--- config.mk ---
export PLATFORM = sky130hd
export DESIGN_NAME = smd_decoder
export DESIGN_NICKNAME = d
export VERILOG_FILES = /design/src/core/smd_pkg.sv /design/src/core/smd_cfg_if.sv /design/src/core/smd_bus_claim.sv /design/src/core/smd_cfg_regs.sv /design/src/core/smd_decoder.sv
export SDC_FILE = /design/constraint.sdc
export NUM_CORES = 1
export LEC_CHECK = 0
export BUFFER_PORTS_ARGS = -buffer_cell sky130_fd_sc_hd__buf_2
export CORE_MARGIN = 8
export CORE_UTILIZATION = 55
export CTS_CLUSTER_DIAMETER = 50
export DETAILED_ROUTE_END_ITERATION = 8
export PLACE_DENSITY = 0.82
export RECOVER_POWER = 100
export SLEW_MARGIN = 20
export SYNTH_ARGS = -nofsm -noshare
export SYNTH_HDL_FRONTEND = slang
export SYNTH_SLANG_ARGS = --single-unit
export TNS_END_PERCENT = 1
--- constraint.sdc ---
create_clock -name sys_clk -period 6.35 [get_ports sys_clk]
set_clock_uncertainty 0.2 [all_clocks]
set_input_delay 0.635 -clock sys_clk [delete_from_list [all_inputs] [get_ports sys_clk]]
set_output_delay 0.635 -clock sys_clk [all_outputs]
set_load 0.005 [all_outputs]
--- src/core/smd_pkg.sv ---
// package: address map constants and config layout of the decoder
package smd_pkg;
   localparam int unsigned AW      = 32;         // memory address width
   ////////////////////////////////////////////////////////////////////////
   // targets of a memory cycle, one-hot
   typedef enum logic [3:0] {
      TGT_MAIN = 4'h1,                            // main memory
      TGT_PCI  = 4'h2,                            // external pci memory
      TGT_ROM  = 4'h4,                            // boot rom
      TGT_RSVD = 4'h8                             // reserved, no target
   } smd_tgt_t;
   // origin of a cycle seen on the internal bus
   typedef enum logic [1:0] {
      ORG_NORTH = 2'h0,
      ORG_SOUTH = 2'h1,
      ORG_EXT   = 2'h2
   } smd_org_t;
   ////////////////////////////////////////////////////////////////////////
   // fixed range ends
   localparam logic [31:0] DOS_END   = 32'h0007ffff;
   localparam logic [31:0] HOLE_END  = 32'h0009ffff;
   localparam logic [31:0] VIDEO_END = 32'h000bffff;
   localparam logic [31:0] EXPN_END  = 32'h000dffff;
   localparam logic [31:0] BIOS_END  = 32'h000fffff;
   localparam logic [31:0] APIC_LO   = 32'hfec00000;
   localparam logic [31:0] APIC_HI   = 32'hfecfffff;
   localparam logic [31:0] HIBIOS_LO = 32'hffc00000;
   localparam logic [31:0] TOPSEG_LO = 32'hffff0000;
   localparam logic [31:0] IO_LAST   = 32'h00010002;  // 64K+3 bytes
   // 16 KB attribute segments from c0000, the last one is f0000-fffff
   localparam int unsigned SEG_LSB   = 14;
   localparam int unsigned SEG_MSB   = 19;
   localparam logic [5:0]  SEG_BASE  = 6'h30;
   localparam int unsigned NSEG      = 13;
   localparam int unsigned ATTR_RD   = 0;         // read enable bit
   localparam int unsigned ATTR_WR   = 1;         // write enable bit
   localparam int unsigned ATTR_HI   = 4;         // second segment in byte
   localparam int unsigned NATTR_B   = 7;         // attribute bytes
   // boot window chunks of 512 KB
   localparam int unsigned ROM_LSB   = 19;
   localparam int unsigned ROM_MSB   = 21;
   localparam int unsigned MB_LSB    = 20;
   ////////////////////////////////////////////////////////////////////////
   // config space offsets and fixed values
   localparam logic [7:0]  CFG_HOLE  = 8'h56;
   localparam logic [7:0]  CFG_TOM   = 8'h57;
   localparam logic [7:0]  CFG_ATTR  = 8'h59;
   localparam logic [7:0]  CFG_ROMEN = 8'he3;
   localparam logic [7:0]  ROMEN_TOP = 8'h80;     // hardwired top enable
   // decoded configuration carried to the decoder
   typedef struct packed {
      logic [2*NSEG-1:0] attr;                    // read/write per segment
      logic [7:0]        top_of_main_memory;                     // top of memory, MB - 1
      logic              hole;                    // fixed hole control
      logic [7:0]        romEn;                   // boot window enables
   } smd_cfg_t;
endpackage : smd_pkg

--- src/core/smd_cfg_if.sv ---
// interface: configuration state from register file to decoder
interface smd_cfg_if;
   import smd_pkg::*;
   smd_cfg_t cfg;                                 // current configuration
   modport src  (output cfg);
   modport sink (input  cfg);
endinterface : smd_cfg_if

--- src/core/smd_bus_claim.sv ---
// module: claim and broadcast decisions on the internal bus
module smd_bus_claim
   import smd_pkg::*;
(
   input  wire logic       sys_clk,
   input  wire logic       nrst,
   input  wire logic       ibValid,
   input  wire smd_org_t   ibOrigin,
   input  wire logic       northHit,
   input  wire logic       southRangeHit,
   input  wire logic       subtractiveMode,
   input  wire logic       extClaimed,
   output logic            northClaim,
   output logic            southClaim,
   output logic            extBroadcast
);
   logic nxt_south;                               // south claim decision
   // subtractive mode takes whatever nobody else claims
   always_comb begin
      nxt_south = southRangeHit;
      if (subtractiveMode)
         nxt_south = southRangeHit || (!extClaimed && !northHit);
   end
   ////////////////////////////////////////////////////////////////////////
   // one-cycle claim pulses the edge after the cycle
   always_ff @(posedge sys_clk or negedge nrst) begin
      if (!nrst) begin
         northClaim   <= 1'b0;
         southClaim   <= 1'b0;
         extBroadcast <= 1'b0;
      end else begin
         northClaim   <= ibValid && ibOrigin != ORG_NORTH && northHit;
         southClaim   <= ibValid && ibOrigin != ORG_SOUTH && nxt_south;
         extBroadcast <= ibValid && ibOrigin != ORG_EXT;
      end
   end
endmodule : smd_bus_claim

--- src/core/smd_cfg_regs.sv ---
// module: config space registers of the address decoder
module smd_cfg_regs
   import smd_pkg::*;
#(
   parameter logic [7:0] TOM_RST    = 8'h07,
   parameter logic [7:0] ROM_EN_RST = 8'h00
) (
   input  wire logic       sys_clk,
   input  wire logic       nrst,
   input  wire logic       cfgWrEn,
   input  wire logic       cfgRdEn,
   input  wire logic [7:0] cfgAddr,
   input  wire logic [7:0] cfgWrData,
   output logic      [7:0] cfgRdData,
   smd_cfg_if.src          cfgBus
);
   logic [2*NSEG-1:0] attr_ff;                    // segment attributes
   logic [7:0]        tom_ff;                     // top of main memory
   logic              hole_ff;                    // fixed hole control
   logic [6:0]        romEn_ff;                   // writable boot enables
   logic [7:0]        nxt_rd;                     // read mux
   ////////////////////////////////////////////////////////////////////////
   // writes; all segments disabled after reset
   always_ff @(posedge sys_clk or negedge nrst) begin
      if (!nrst) begin
         attr_ff  <= '0;
         tom_ff   <= TOM_RST;
         hole_ff  <= 1'b0;
         romEn_ff <= ROM_EN_RST[6:0];
      end else if (cfgWrEn) begin
         if (cfgAddr == CFG_HOLE)
            hole_ff <= cfgWrData[0];
         if (cfgAddr == CFG_TOM)
            tom_ff <= cfgWrData;
         if (cfgAddr == CFG_ROMEN)
            romEn_ff <= cfgWrData[6:0];
         for (int b = 0; b < NATTR_B; b++) begin
            if (cfgAddr == CFG_ATTR + 8'(b)) begin
               attr_ff[4*b +: 2] <= cfgWrData[1:0];
               if (2*b + 1 < NSEG)
                  attr_ff[4*b + 2 +: 2] <= cfgWrData[ATTR_HI +: 2];
            end
         end
      end
   end
   ////////////////////////////////////////////////////////////////////////
   // read mux, unmapped offsets read zero
   always_comb begin
      nxt_rd = 8'h00;
      if (cfgAddr == CFG_HOLE)
         nxt_rd = {7'h00, hole_ff};
      if (cfgAddr == CFG_TOM)
         nxt_rd = tom_ff;
      if (cfgAddr == CFG_ROMEN)
         nxt_rd = {1'b1, romEn_ff};
      for (int b = 0; b < NATTR_B; b++) begin
         if (cfgAddr == CFG_ATTR + 8'(b)) begin
            nxt_rd[1:0] = attr_ff[4*b +: 2];
            if (2*b + 1 < NSEG)
               nxt_rd[ATTR_HI +: 2] = attr_ff[4*b + 2 +: 2];
         end
      end
   end
   // read data register, updated on a read strobe
   always_ff @(posedge sys_clk or negedge nrst) begin
      if (!nrst)
         cfgRdData <= 8'h00;
      else if (cfgRdEn)
         cfgRdData <= nxt_rd;
   end
   // configuration seen by the decoder
   assign cfgBus.cfg = '{attr: attr_ff, top_of_main_memory: tom_ff, hole: hole_ff,
                         romEn: ROMEN_TOP | {1'b0, romEn_ff}};
endmodule : smd_cfg_regs

--- src/core/smd_decoder.sv ---
// module: system memory address decoder top with config and claim logic
module smd_decoder
   import smd_pkg::*;
#(
   parameter logic [7:0]  TOM_RST    = 8'h07,   // top of memory reset, MB-1
   parameter logic [7:0]  ROM_EN_RST = 8'h00,   // boot enables reset
   parameter int unsigned ADDR_W     = 32       // host address width
) (
   input  wire logic              sys_clk,
   input  wire logic              nrst,
   // config space port
   input  wire logic              cfgWrEn,
   input  wire logic              cfgRdEn,
   input  wire logic [7:0]        cfgAddr,
   input  wire logic [7:0]        cfgWrData,
   output logic      [7:0]        cfgRdData,
   // cycle from host bus or pci bus 0
   input  wire logic              cycValid,
   input  wire logic              cycSrcPci,
   input  wire logic              cycIo,
   input  wire logic              cycWrite,
   input  wire logic [ADDR_W-1:0] cycAddr,
   input  wire logic              mgmtMode,
   // routing answer
   output logic                   routeValid,
   output smd_tgt_t               routeTarget,
   output logic                   routeWrite,
   output logic                   routeIsIo,
   output logic                   routeIoOk,
   // internal bus cycle
   input  wire logic              ibValid,
   input  wire smd_org_t          ibOrigin,
   input  wire logic              ibWrite,
   input  wire logic [ADDR_W-1:0] ibAddr,
   input  wire logic              southRangeHit,
   input  wire logic              subtractiveMode,
   input  wire logic              extClaimed,
   output logic                   northClaim,
   output logic                   southClaim,
   output logic                   extBroadcast
);
   ////////////////////////////////////////////////////////////////////////
   // elaboration checks
   generate
      if (ADDR_W != AW) begin : g_bad_aw
         $error("smd_decoder: address width must be 32");
      end
   endgenerate

   ////////////////////////////////////////////////////////////////////////
   // declarations
   smd_cfg_if cfgLink ();                        // config state carrier
   smd_cfg_t  cfg;                               // local copy of config
   logic      hostMm;                            // management mode applies
   smd_tgt_t  hostTgt;                           // target of bus cycle
   smd_tgt_t  ibTgt;                             // target of internal cycle
   logic      ioInReach;                         // io address in reach
   smd_tgt_t  nxt_target;                        // next answer target
   logic      nxt_valid;                         // next answer strobe
   logic      northHit;                          // internal cycle is ours

   ////////////////////////////////////////////////////////////////////////
   // route one memory address to its target
   function automatic smd_tgt_t routeOf(
      input logic [31:0] a,
      input logic        wr,
      input logic        mm,
      input smd_cfg_t    c
   );
      logic [5:0] seg;                           // attribute segment
      logic [1:0] at;                            // its read/write bits
      logic       en;                            // enable for direction
      logic [2:0] chunk;                         // boot window chunk
      seg   = a[SEG_MSB:SEG_LSB] - SEG_BASE;
      // f0000-fffff is one 64 KB segment, its four 16 KB slots share it
      if (seg > 6'(NSEG - 1))
         seg = 6'(NSEG - 1);
      at    = c.attr[2*seg +: 2];
      // writes follow the write bit, reads the read bit
      en    = wr ? at[ATTR_WR] : at[ATTR_RD];
      chunk = a[ROM_MSB:ROM_LSB];
      // the full 32-bit address is the whole memory reach
      if (a <= DOS_END)
         routeOf = TGT_MAIN;
      else if (a <= HOLE_END)
         routeOf = c.hole ? TGT_PCI : TGT_MAIN;
      else if (a <= VIDEO_END)
         routeOf = mm ? TGT_MAIN : TGT_PCI;
      else if (a <= EXPN_END)
         routeOf = en ? TGT_MAIN : TGT_PCI;
      else if (a <= BIOS_END)
         routeOf = en ? TGT_MAIN : TGT_ROM;
      else if (a[31:MB_LSB] <= {4'h0, c.top_of_main_memory})
         routeOf = TGT_MAIN;
      else if (a >= APIC_LO && a <= APIC_HI)
         routeOf = TGT_RSVD;
      else if (a < HIBIOS_LO)
         routeOf = TGT_PCI;
      else if (a >= TOPSEG_LO)
         routeOf = TGT_ROM;
      else
         routeOf = c.romEn[chunk] ? TGT_ROM : TGT_PCI;
   endfunction : routeOf

   ////////////////////////////////////////////////////////////////////////
   // config registers
   smd_cfg_regs #(
      .TOM_RST    (TOM_RST),
      .ROM_EN_RST (ROM_EN_RST)
   ) u_regs (
      .sys_clk    (sys_clk),
      .nrst       (nrst),
      .cfgWrEn    (cfgWrEn),
      .cfgRdEn    (cfgRdEn),
      .cfgAddr    (cfgAddr),
      .cfgWrData  (cfgWrData),
      .cfgRdData  (cfgRdData),
      .cfgBus     (cfgLink.src)
   );

   // configuration used by both decode paths
   assign cfg = cfgLink.cfg;

   ////////////////////////////////////////////////////////////////////////
   // bus cycle decode
   // only the processor may reach management space
   assign hostMm    = mgmtMode && !cycSrcPci;
   assign hostTgt   = routeOf(cycAddr, cycWrite, hostMm, cfg);
   // io space is 64K+3 bytes wide
   assign ioInReach = cycAddr <= IO_LAST;

   // io cycles in reach pass to pci, others have no target
   always_comb begin
      nxt_valid  = cycValid;
      nxt_target = hostTgt;
      if (cycIo) begin
         if (ioInReach)
            nxt_target = TGT_PCI;
         else
            nxt_target = TGT_RSVD;
      end
   end

   ////////////////////////////////////////////////////////////////////////
   // answer strobe, one cycle after the cycle is taken
   always_ff @(posedge sys_clk or negedge nrst) begin
      if (!nrst)
         routeValid <= 1'b0;
      else
         routeValid <= nxt_valid;
   end

   // answer data, held until the next taken cycle
   always_ff @(posedge sys_clk or negedge nrst) begin
      if (!nrst) begin
         routeTarget <= TGT_RSVD;
         routeWrite  <= 1'b0;
         routeIsIo   <= 1'b0;
         routeIoOk   <= 1'b0;
      end else if (cycValid) begin
         routeTarget <= nxt_target;
         routeWrite  <= cycWrite;
         routeIsIo   <= cycIo;
         routeIoOk   <= cycIo && ioInReach;
      end
   end

   ////////////////////////////////////////////////////////////////////////
   // internal bus decode
   // the same map applies to internal cycles, without management mode;
   // north owns main memory and claims only on an address match
   assign ibTgt    = routeOf(ibAddr, ibWrite, 1'b0, cfg);
   assign northHit = ibTgt == TGT_MAIN;

   // claim and broadcast pulses
   smd_bus_claim u_claim (
      .sys_clk         (sys_clk),
      .nrst            (nrst),
      .ibValid         (ibValid),
      .ibOrigin        (ibOrigin),
      .northHit        (northHit),
      .southRangeHit   (southRangeHit),
      .subtractiveMode (subtractiveMode),
      .extClaimed      (extClaimed),
      .northClaim      (northClaim),
      .southClaim      (southClaim),
      .extBroadcast    (extBroadcast)
   );
endmodule : smd_decoder

# ---- Yosys cells after proc, flatten, opt, wreduce, memory -nomap -nowiden
# Index checks and enable logic that the tools add are counted.
dict set report op_classes {
  n_reduce_logical 25
  eq_ne 13
  magnitude_cmp 25
  shift 2
  n_mux 53
  add_sub_neg 2
}
# cell count
set op_table {}
lappend op_table {{less-or-equal comparator 32 x 20 -> 1 bit (second input constant)} 8}
lappend op_table {{greater-or-equal comparator 32 bit (second input constant)} 4}
lappend op_table {{== test 8 x 7 -> 1 bit (second input constant)} 9}
lappend op_table {{less-or-equal comparator 32 x 19 -> 1 bit (second input constant)} 2}
lappend op_table {{less-or-equal comparator 32 bit (second input constant)} 2}
lappend op_table {{less-than comparator 32 bit (second input constant)} 2}
lappend op_table {{two-way mux 4 bit} 16}
lappend op_table {{indexed part select 26 x 8 -> 2 bit} 2}
lappend op_table {{two-way mux 2 bit} 17}
lappend op_table {{less-or-equal comparator 32 x 17 -> 1 bit (second input constant)} 1}
lappend op_table {{less-or-equal comparator 12 x 8 -> 1 bit} 2}
lappend op_table {{two-way mux 3 bit} 8}
lappend op_table {{AND reduction 2 bit} 10}
lappend op_table {{two-way mux 8 bit} 2}
lappend op_table {{> comparator 6 x 4 -> 1 bit (second input constant)} 2}
lappend op_table {{two-way mux 6 bit} 2}
lappend op_table {{subtractor 6 bit (second input constant)} 2}
lappend op_table {{logical AND 1 bit} 10}
lappend op_table {{== test 8 bit (second input constant)} 1}
lappend op_table {{less-than comparator 3 x 4 -> 1 bit (second input constant)} 2}
lappend op_table {{binary-select mux 1 bit (select 3 bit)} 2}
lappend op_table {{two-way mux 1 bit} 6}
lappend op_table {{== test 4 x 1 -> 1 bit (second input constant)} 1}
lappend op_table {{logical NOT 1 bit} 3}
lappend op_table {{4 further kinds} 4}
dict set report word_totals {
  elab_cells 139
  out_inout_bits 19
  input_bits 96
  reg_bits 61
}

# ---- Depth between registers and ports, before layout
dict set report depth {
  ltp_word 18
  mapped_depth 9
  mapped_depth_nobuf 9
}

# ---- By module
# A second synthesis with hierarchy kept.
dict set report hier_totals {
  cells_unflattened 502
  area_unflattened_um2 4860.9
}
# mod seq_area_each_um2 n_inst area_each_um2 cells_per_inst
set modules_own_cells {}
lappend modules_own_cells {smd_cfg_regs 1255.0 1 2567.5 208}
lappend modules_own_cells {smd_decoder 201.4 1 2173.3 286}
lappend modules_own_cells {smd_bus_claim 75.1 1 120.1 8}

# ---- Worst setup path before layout
# No wires, ideal clock.
dict set report synth_timing {
  path_kind {input-to-reg}
  startpoint {in cycAddr[18]}
  endpoint {reg routeTarget[1]}
  n_path_buf 1
  setup_slack_ns 3.956
  cell_stages 9
  arrival_time_ns 2.062
  required_time_ns 6.018
  setup_ns 0.132
  cell_sequence {ha_1 > buf_2 > nand2b_2 > mux2i_1 > o211a_1 > a211oi_2 > o32ai_1 > a2111oi_1 > nor2_1}
}
dict set report synth_between {
  elab_chain_len 11
  word_cells_on_any_way 28
  classes_between {add/sub: 1; order compare: 11; shift: 1; mux: 14; reduce/logical: 1}
}
# element line_no
set synth_lines {}
lappend synth_lines {{from (decl)} smd_decoder.sv:22} ;# input wire logic [ADDR_W-1:0] cycAddr,
lappend synth_lines {{subtractor 6 bit / greater-or-equal comparator 32 bit (equally long branches)} {smd_decoder.sv:74, smd_decoder.sv:99}}
lappend synth_lines {{> comparator 6 x 4 -> 1 bit / two-way mux 3 bit (equally long branches)} {smd_decoder.sv:76, smd_decoder.sv:99}}
lappend synth_lines {{two-way mux 6 bit / two-way mux 3 bit (equally long branches)} {smd_decoder.sv:76, smd_decoder.sv:97}}
lappend synth_lines {{indexed part select 26 x 8 -> 2 bit / two-way mux 4 bit (equally long branches)} {smd_decoder.sv:78, smd_decoder.sv:95}}
lappend synth_lines {{two-way mux 1 bit / two-way mux 4 bit (equally long branches)} {smd_decoder.sv:80, smd_decoder.sv:93}}
lappend synth_lines {{two-way mux 2 bit / two-way mux 4 bit (equally long branches)} {smd_decoder.sv:90, smd_decoder.sv:91}}
lappend synth_lines {{two-way mux 4 bit} smd_decoder.sv:89} ;# else if (a <= EXPN_END)
lappend synth_lines {{two-way mux 4 bit} smd_decoder.sv:87} ;# else if (a <= VIDEO_END)
lappend synth_lines {{two-way mux 4 bit} smd_decoder.sv:85} ;# else if (a <= HOLE_END)
lappend synth_lines {{two-way mux 4 bit} smd_decoder.sv:83} ;# if (a <= DOS_END)
lappend synth_lines {{two-way mux 4 bit *} smd_decoder.sv:136} ;# if (cycIo) begin
lappend synth_lines {{to (signal assigned)} smd_decoder.sv:161} ;# routeTarget <= nxt_target;
lappend synth_lines {{to (decl)} smd_decoder.sv:26} ;# output smd_tgt_t routeTarget,
# Every way passes the cells marked *; elsewhere a longest branch is shown, timed or not.
# A chain may end at the register's enable or synchronous reset.

==> flow_metrics.py <==
metrics = {
    "outcome": {
        "status": "finished with violations",
        "violations": "max-capacitance violations, max-slew violations",
    },
    "timing": {
        "hold_viol_final": 0,
        "maxSlewHeadroom_pct": -115,
        "drv_slew": 62,
        "timing.final.crit_share_pct": 54.8,
        "period_needed_ns": 3.48,
        "finalSetupViolCount": 0,
        "fin_tns_setup_ns": 0,
        "rsz0062_at_grt": "no",
        "max_freq_mhz": 288,
        "tightest_slew_ns": 3.23,
    },
    "clocking": {
        "cts_sinks": 61,
        "numCtsBuffers": 9,
        "clockRootBuffer": "clkbuf_8",
        "cts_buffer_depth": 2,
        "ctsHoldBuffers": 0,
        "cts_setup_buffers": 0,
        "cts-resized-gates": 0,
        "cts.clk_slew.worst_paths_ns": 0.07,
        "cts_tree": "done",
        "htree_levels": 3,
        "worstSkewPairLatency_ns": 0.34,
    },
    "die": {
        "num_io_pins": 115,
        "dieHeight_um": 107,
        "core_area_um2": 8090,
        "initial_core_util_pct": 55.7,
        "die_w_um": 107,
        "core.rowCount": 33,
        "die_area_um2": 11300,
    },
    "logic_synthesis": {
        "syn-cell-area_um2": 4510,
        "async_reset_ff_share_pct": 100,
        "synth-seq-area-share_pct": 34.0,
        "synth_seq_cells": 61,
        "syn_avg_cell_area_um2": 9.69,
        "synth_ff_type": "dfrtp_1",
        "synth_warnings": 0,
        "synth_edf_count": 0,
        "syn-num-nets": 588,
        "syn_inst": 465,
        "synth_cell_types": 81,
    },
    "worst_setup_path": {
        "critPathSlowestCell": "clkbuf_1",
        "crit_fanout": 61,
        "critical_path_class": "in -> async",
        "worstPathRequired_ns": 5.88,
        "cp-startpoint": "nrst",
        "timing.rr.start": "u_regs.tom_ff[1]",
        "rrSetupSlack_ns": 3.90,
        "path_cells": "buf_2 > clkbuf_1",
        "endpoint_kind": "asynchronous set/reset pin",
        "path_delay_family": "buffers and inverters",
        "cp-start-kind": "primary input",
        "path_buf_inv": 2,
        "cpPeakStageDelay_ns": 2.26,
        "arrival_ns": 3.01,
    },
    "routing": {
        "wl_per_cell_um": 19.4,
        "first_iter_violations": 330,
        "firstDrtPassIters": 5,
        "ant_nets": 0,
        "via_per_inst": 6.30,
        "wirelength_um": 13200,
        "num_vias": 4295,
        "drc": 0,
    },
    "cells_and_area": {
        "drive_above_1_share_pct": 31.2,
        "nNetsFinal": 695,
        "diodes": 0,
        "area_growth_pct": 16.3,
        "final_area_um2": 5240,
    },
    "global_route": {
        "antenna_found_initial": 0,
        "grt-ovfl-total": 0,
        "first_global_vias": 4273,
        "grtUsageTotal_pct": 23.4,
        "grt_max_degree": 62,
        "grt_pass1_wl_um": 21400,
    },
    "place": {
        "port_buffers": 114,
        "dp_hpwl_um": 10100,
        "post_dp_cell_area_um2": 5100,
        "place_congestion": 0.916,
    },
    "flow_run": {
        "maxCapViolations": 1,
    },
    "worst_hold_path": {
        "hp-class": "reg -> reg",
        "worstHoldStart": "routeIoOk",
    },
    "pwr": {
        "power_density_nw_per_um2": 188,
        "max-vdd-ir-drop_uv": 147,
        "leakagePower_nw": 2.40,
    },
}
==> report_power, final <==
group / internal [W] / switching [W] / total [W]
Sequential: 0.000411 / 0.0000220 / 0.000433
Combinational: 0.0000773 / 0.0000949 / 0.000172
Clock: 0.000221 / 0.000162 / 0.000383
Total: 0.000709 / 0.000279 / 0.000988
==> logic make-up after synthesis <==
logic type               after synthesis  synth area share, %
AO/OA/AOI/OAI                        109                 18.0
AND/OR/NAND/NOR                      161                 20.1
flip-flops                            61                 34.0
buffers and inverters                 48                 5.08
multiplexers                          59                 15.3
adder cells (fa/ha/maj)               27                 7.49
==> registers in the layout, indices dropped and copies added (netlist names) <==
name	count
routeTarget	4
u_claim.extBroadcast	1
routeIsIo	1
routeValid	1
u_regs.attr_ff	26
routeWrite	1
u_regs.cfgRdData	8
u_regs.hole_ff	1
u_claim.southClaim	1
routeIoOk	1
u_claim.northClaim	1
u_regs.romEn_ff	7
u_regs.tom_ff	8
==> cells in the mapped netlist, types with 4 or more instances <==
cell type	n	share of area (%)
dfrtp_1	57	32
mux2_2	46	11
nand2_1	30	2.5
inv_1	29	2.4
nor2_1	29	2.4
ha_1	27	7.5
a21oi_1	21	2.3
nand3_1	17	1.9
nand4_1	12	1.7
o21ai_0	12	1.3
a31oi_1	11	1.5
mux2i_1	9	2.0
nor2b_1	9	1.2
nor3_1	9	1.0
nand2b_1	8	1.1
nor4_1	7	0.97
and3_1	6	0.83
buf_2	6	0.67
clkbuf_1	5	0.42
o221ai_1	5	0.97
a211oi_1	4	0.67
a22oi_1	4	0.67
a32oi_1	4	0.78
and2_1	4	0.56
buf_6	4	1.0
dfstp_2	4	2.3
nor3b_1	4	0.67
o2111ai_1	4	0.78
==> through the flow <==
step / cells / total power, W / worst slack (ns) / hold WS [ns] / util (%)
final: 682 / 0.000988 / 2.87 / 0.275 / 64.8
after global routing: 682 / 0.00103 / 2.11 / 0.294 / 64.8
after CTS: 682 / 0.000994 / 3.81 / 0.279 / 65.6
after detailed placement: 666 / 0.000613 / 3.47 / 0.263 / 63.0
after global placement: 666 / 0.000605 / 3.51 / 0.257 / 63.0
after floorplan: 465 / 0.000529 / 3.96 / 0.139 / -
==> routing by layer <==
| metal | part of all wire [%] | wire [um] | vias up | GRT usage (%) |
|---|---|---|---|---|
| met5 | 0 | 0 | - | 0 |
| met4 | 2.8 | 366 | 0 | 8.04 |
| met3 | 9.0 | 1190 | 31 | 7.50 |
| met2 | 47 | 6270 | 214 | 37.1 |
| met1 | 41 | 5380 | 2069 | 29.3 |
| li1 | - | - | 1981 | - |
==> worst paths after layout <==
check / to / depth (start not counted)
worst min register to register: routeIoOk / 1
worst min-delay path: routeIoOk / 1
min in group asynchronous: u_claim.southClaim / 2
worst max-delay path: u_regs.romEn_ff[1] / 2
max in group sys_clk: u_regs.romEn_ff[0] / 5
worst max register to register: u_claim.northClaim / 9
==> cell usage in the layout (no fill, tap or decap), types with 5 or more instances in the layout <==
master	n
nor3b_1	5
nand4_1	12
o221ai_1	5
nand2_1	31
mux2_2	46
nor2b_1	9
inv_1	29
dfrtp_1	57
nor4_1	9
nand3_1	17
nand2b_1	8
ha_1	27
nor2_1	30
a31oi_1	11
and3_1	6
mux2i_1	9
nor3_1	9
a21oi_1	21
o21ai_0	12
clkbuf_8	9
buf_2	99
clkbuf_1	17
==> area by class of cell <==
cell class / count / area, um^2
clock buffer: 10 / 128
multi-input combinational: 356 / 2700
tap: 105 / 131
fill: 700 / 2850
timing repair buffer: 115 / 556
sequential: 61 / 1530
clock inverter: 6 / 86.3
inverter: 29 / 109
Power figures use the tool's default switching activity.
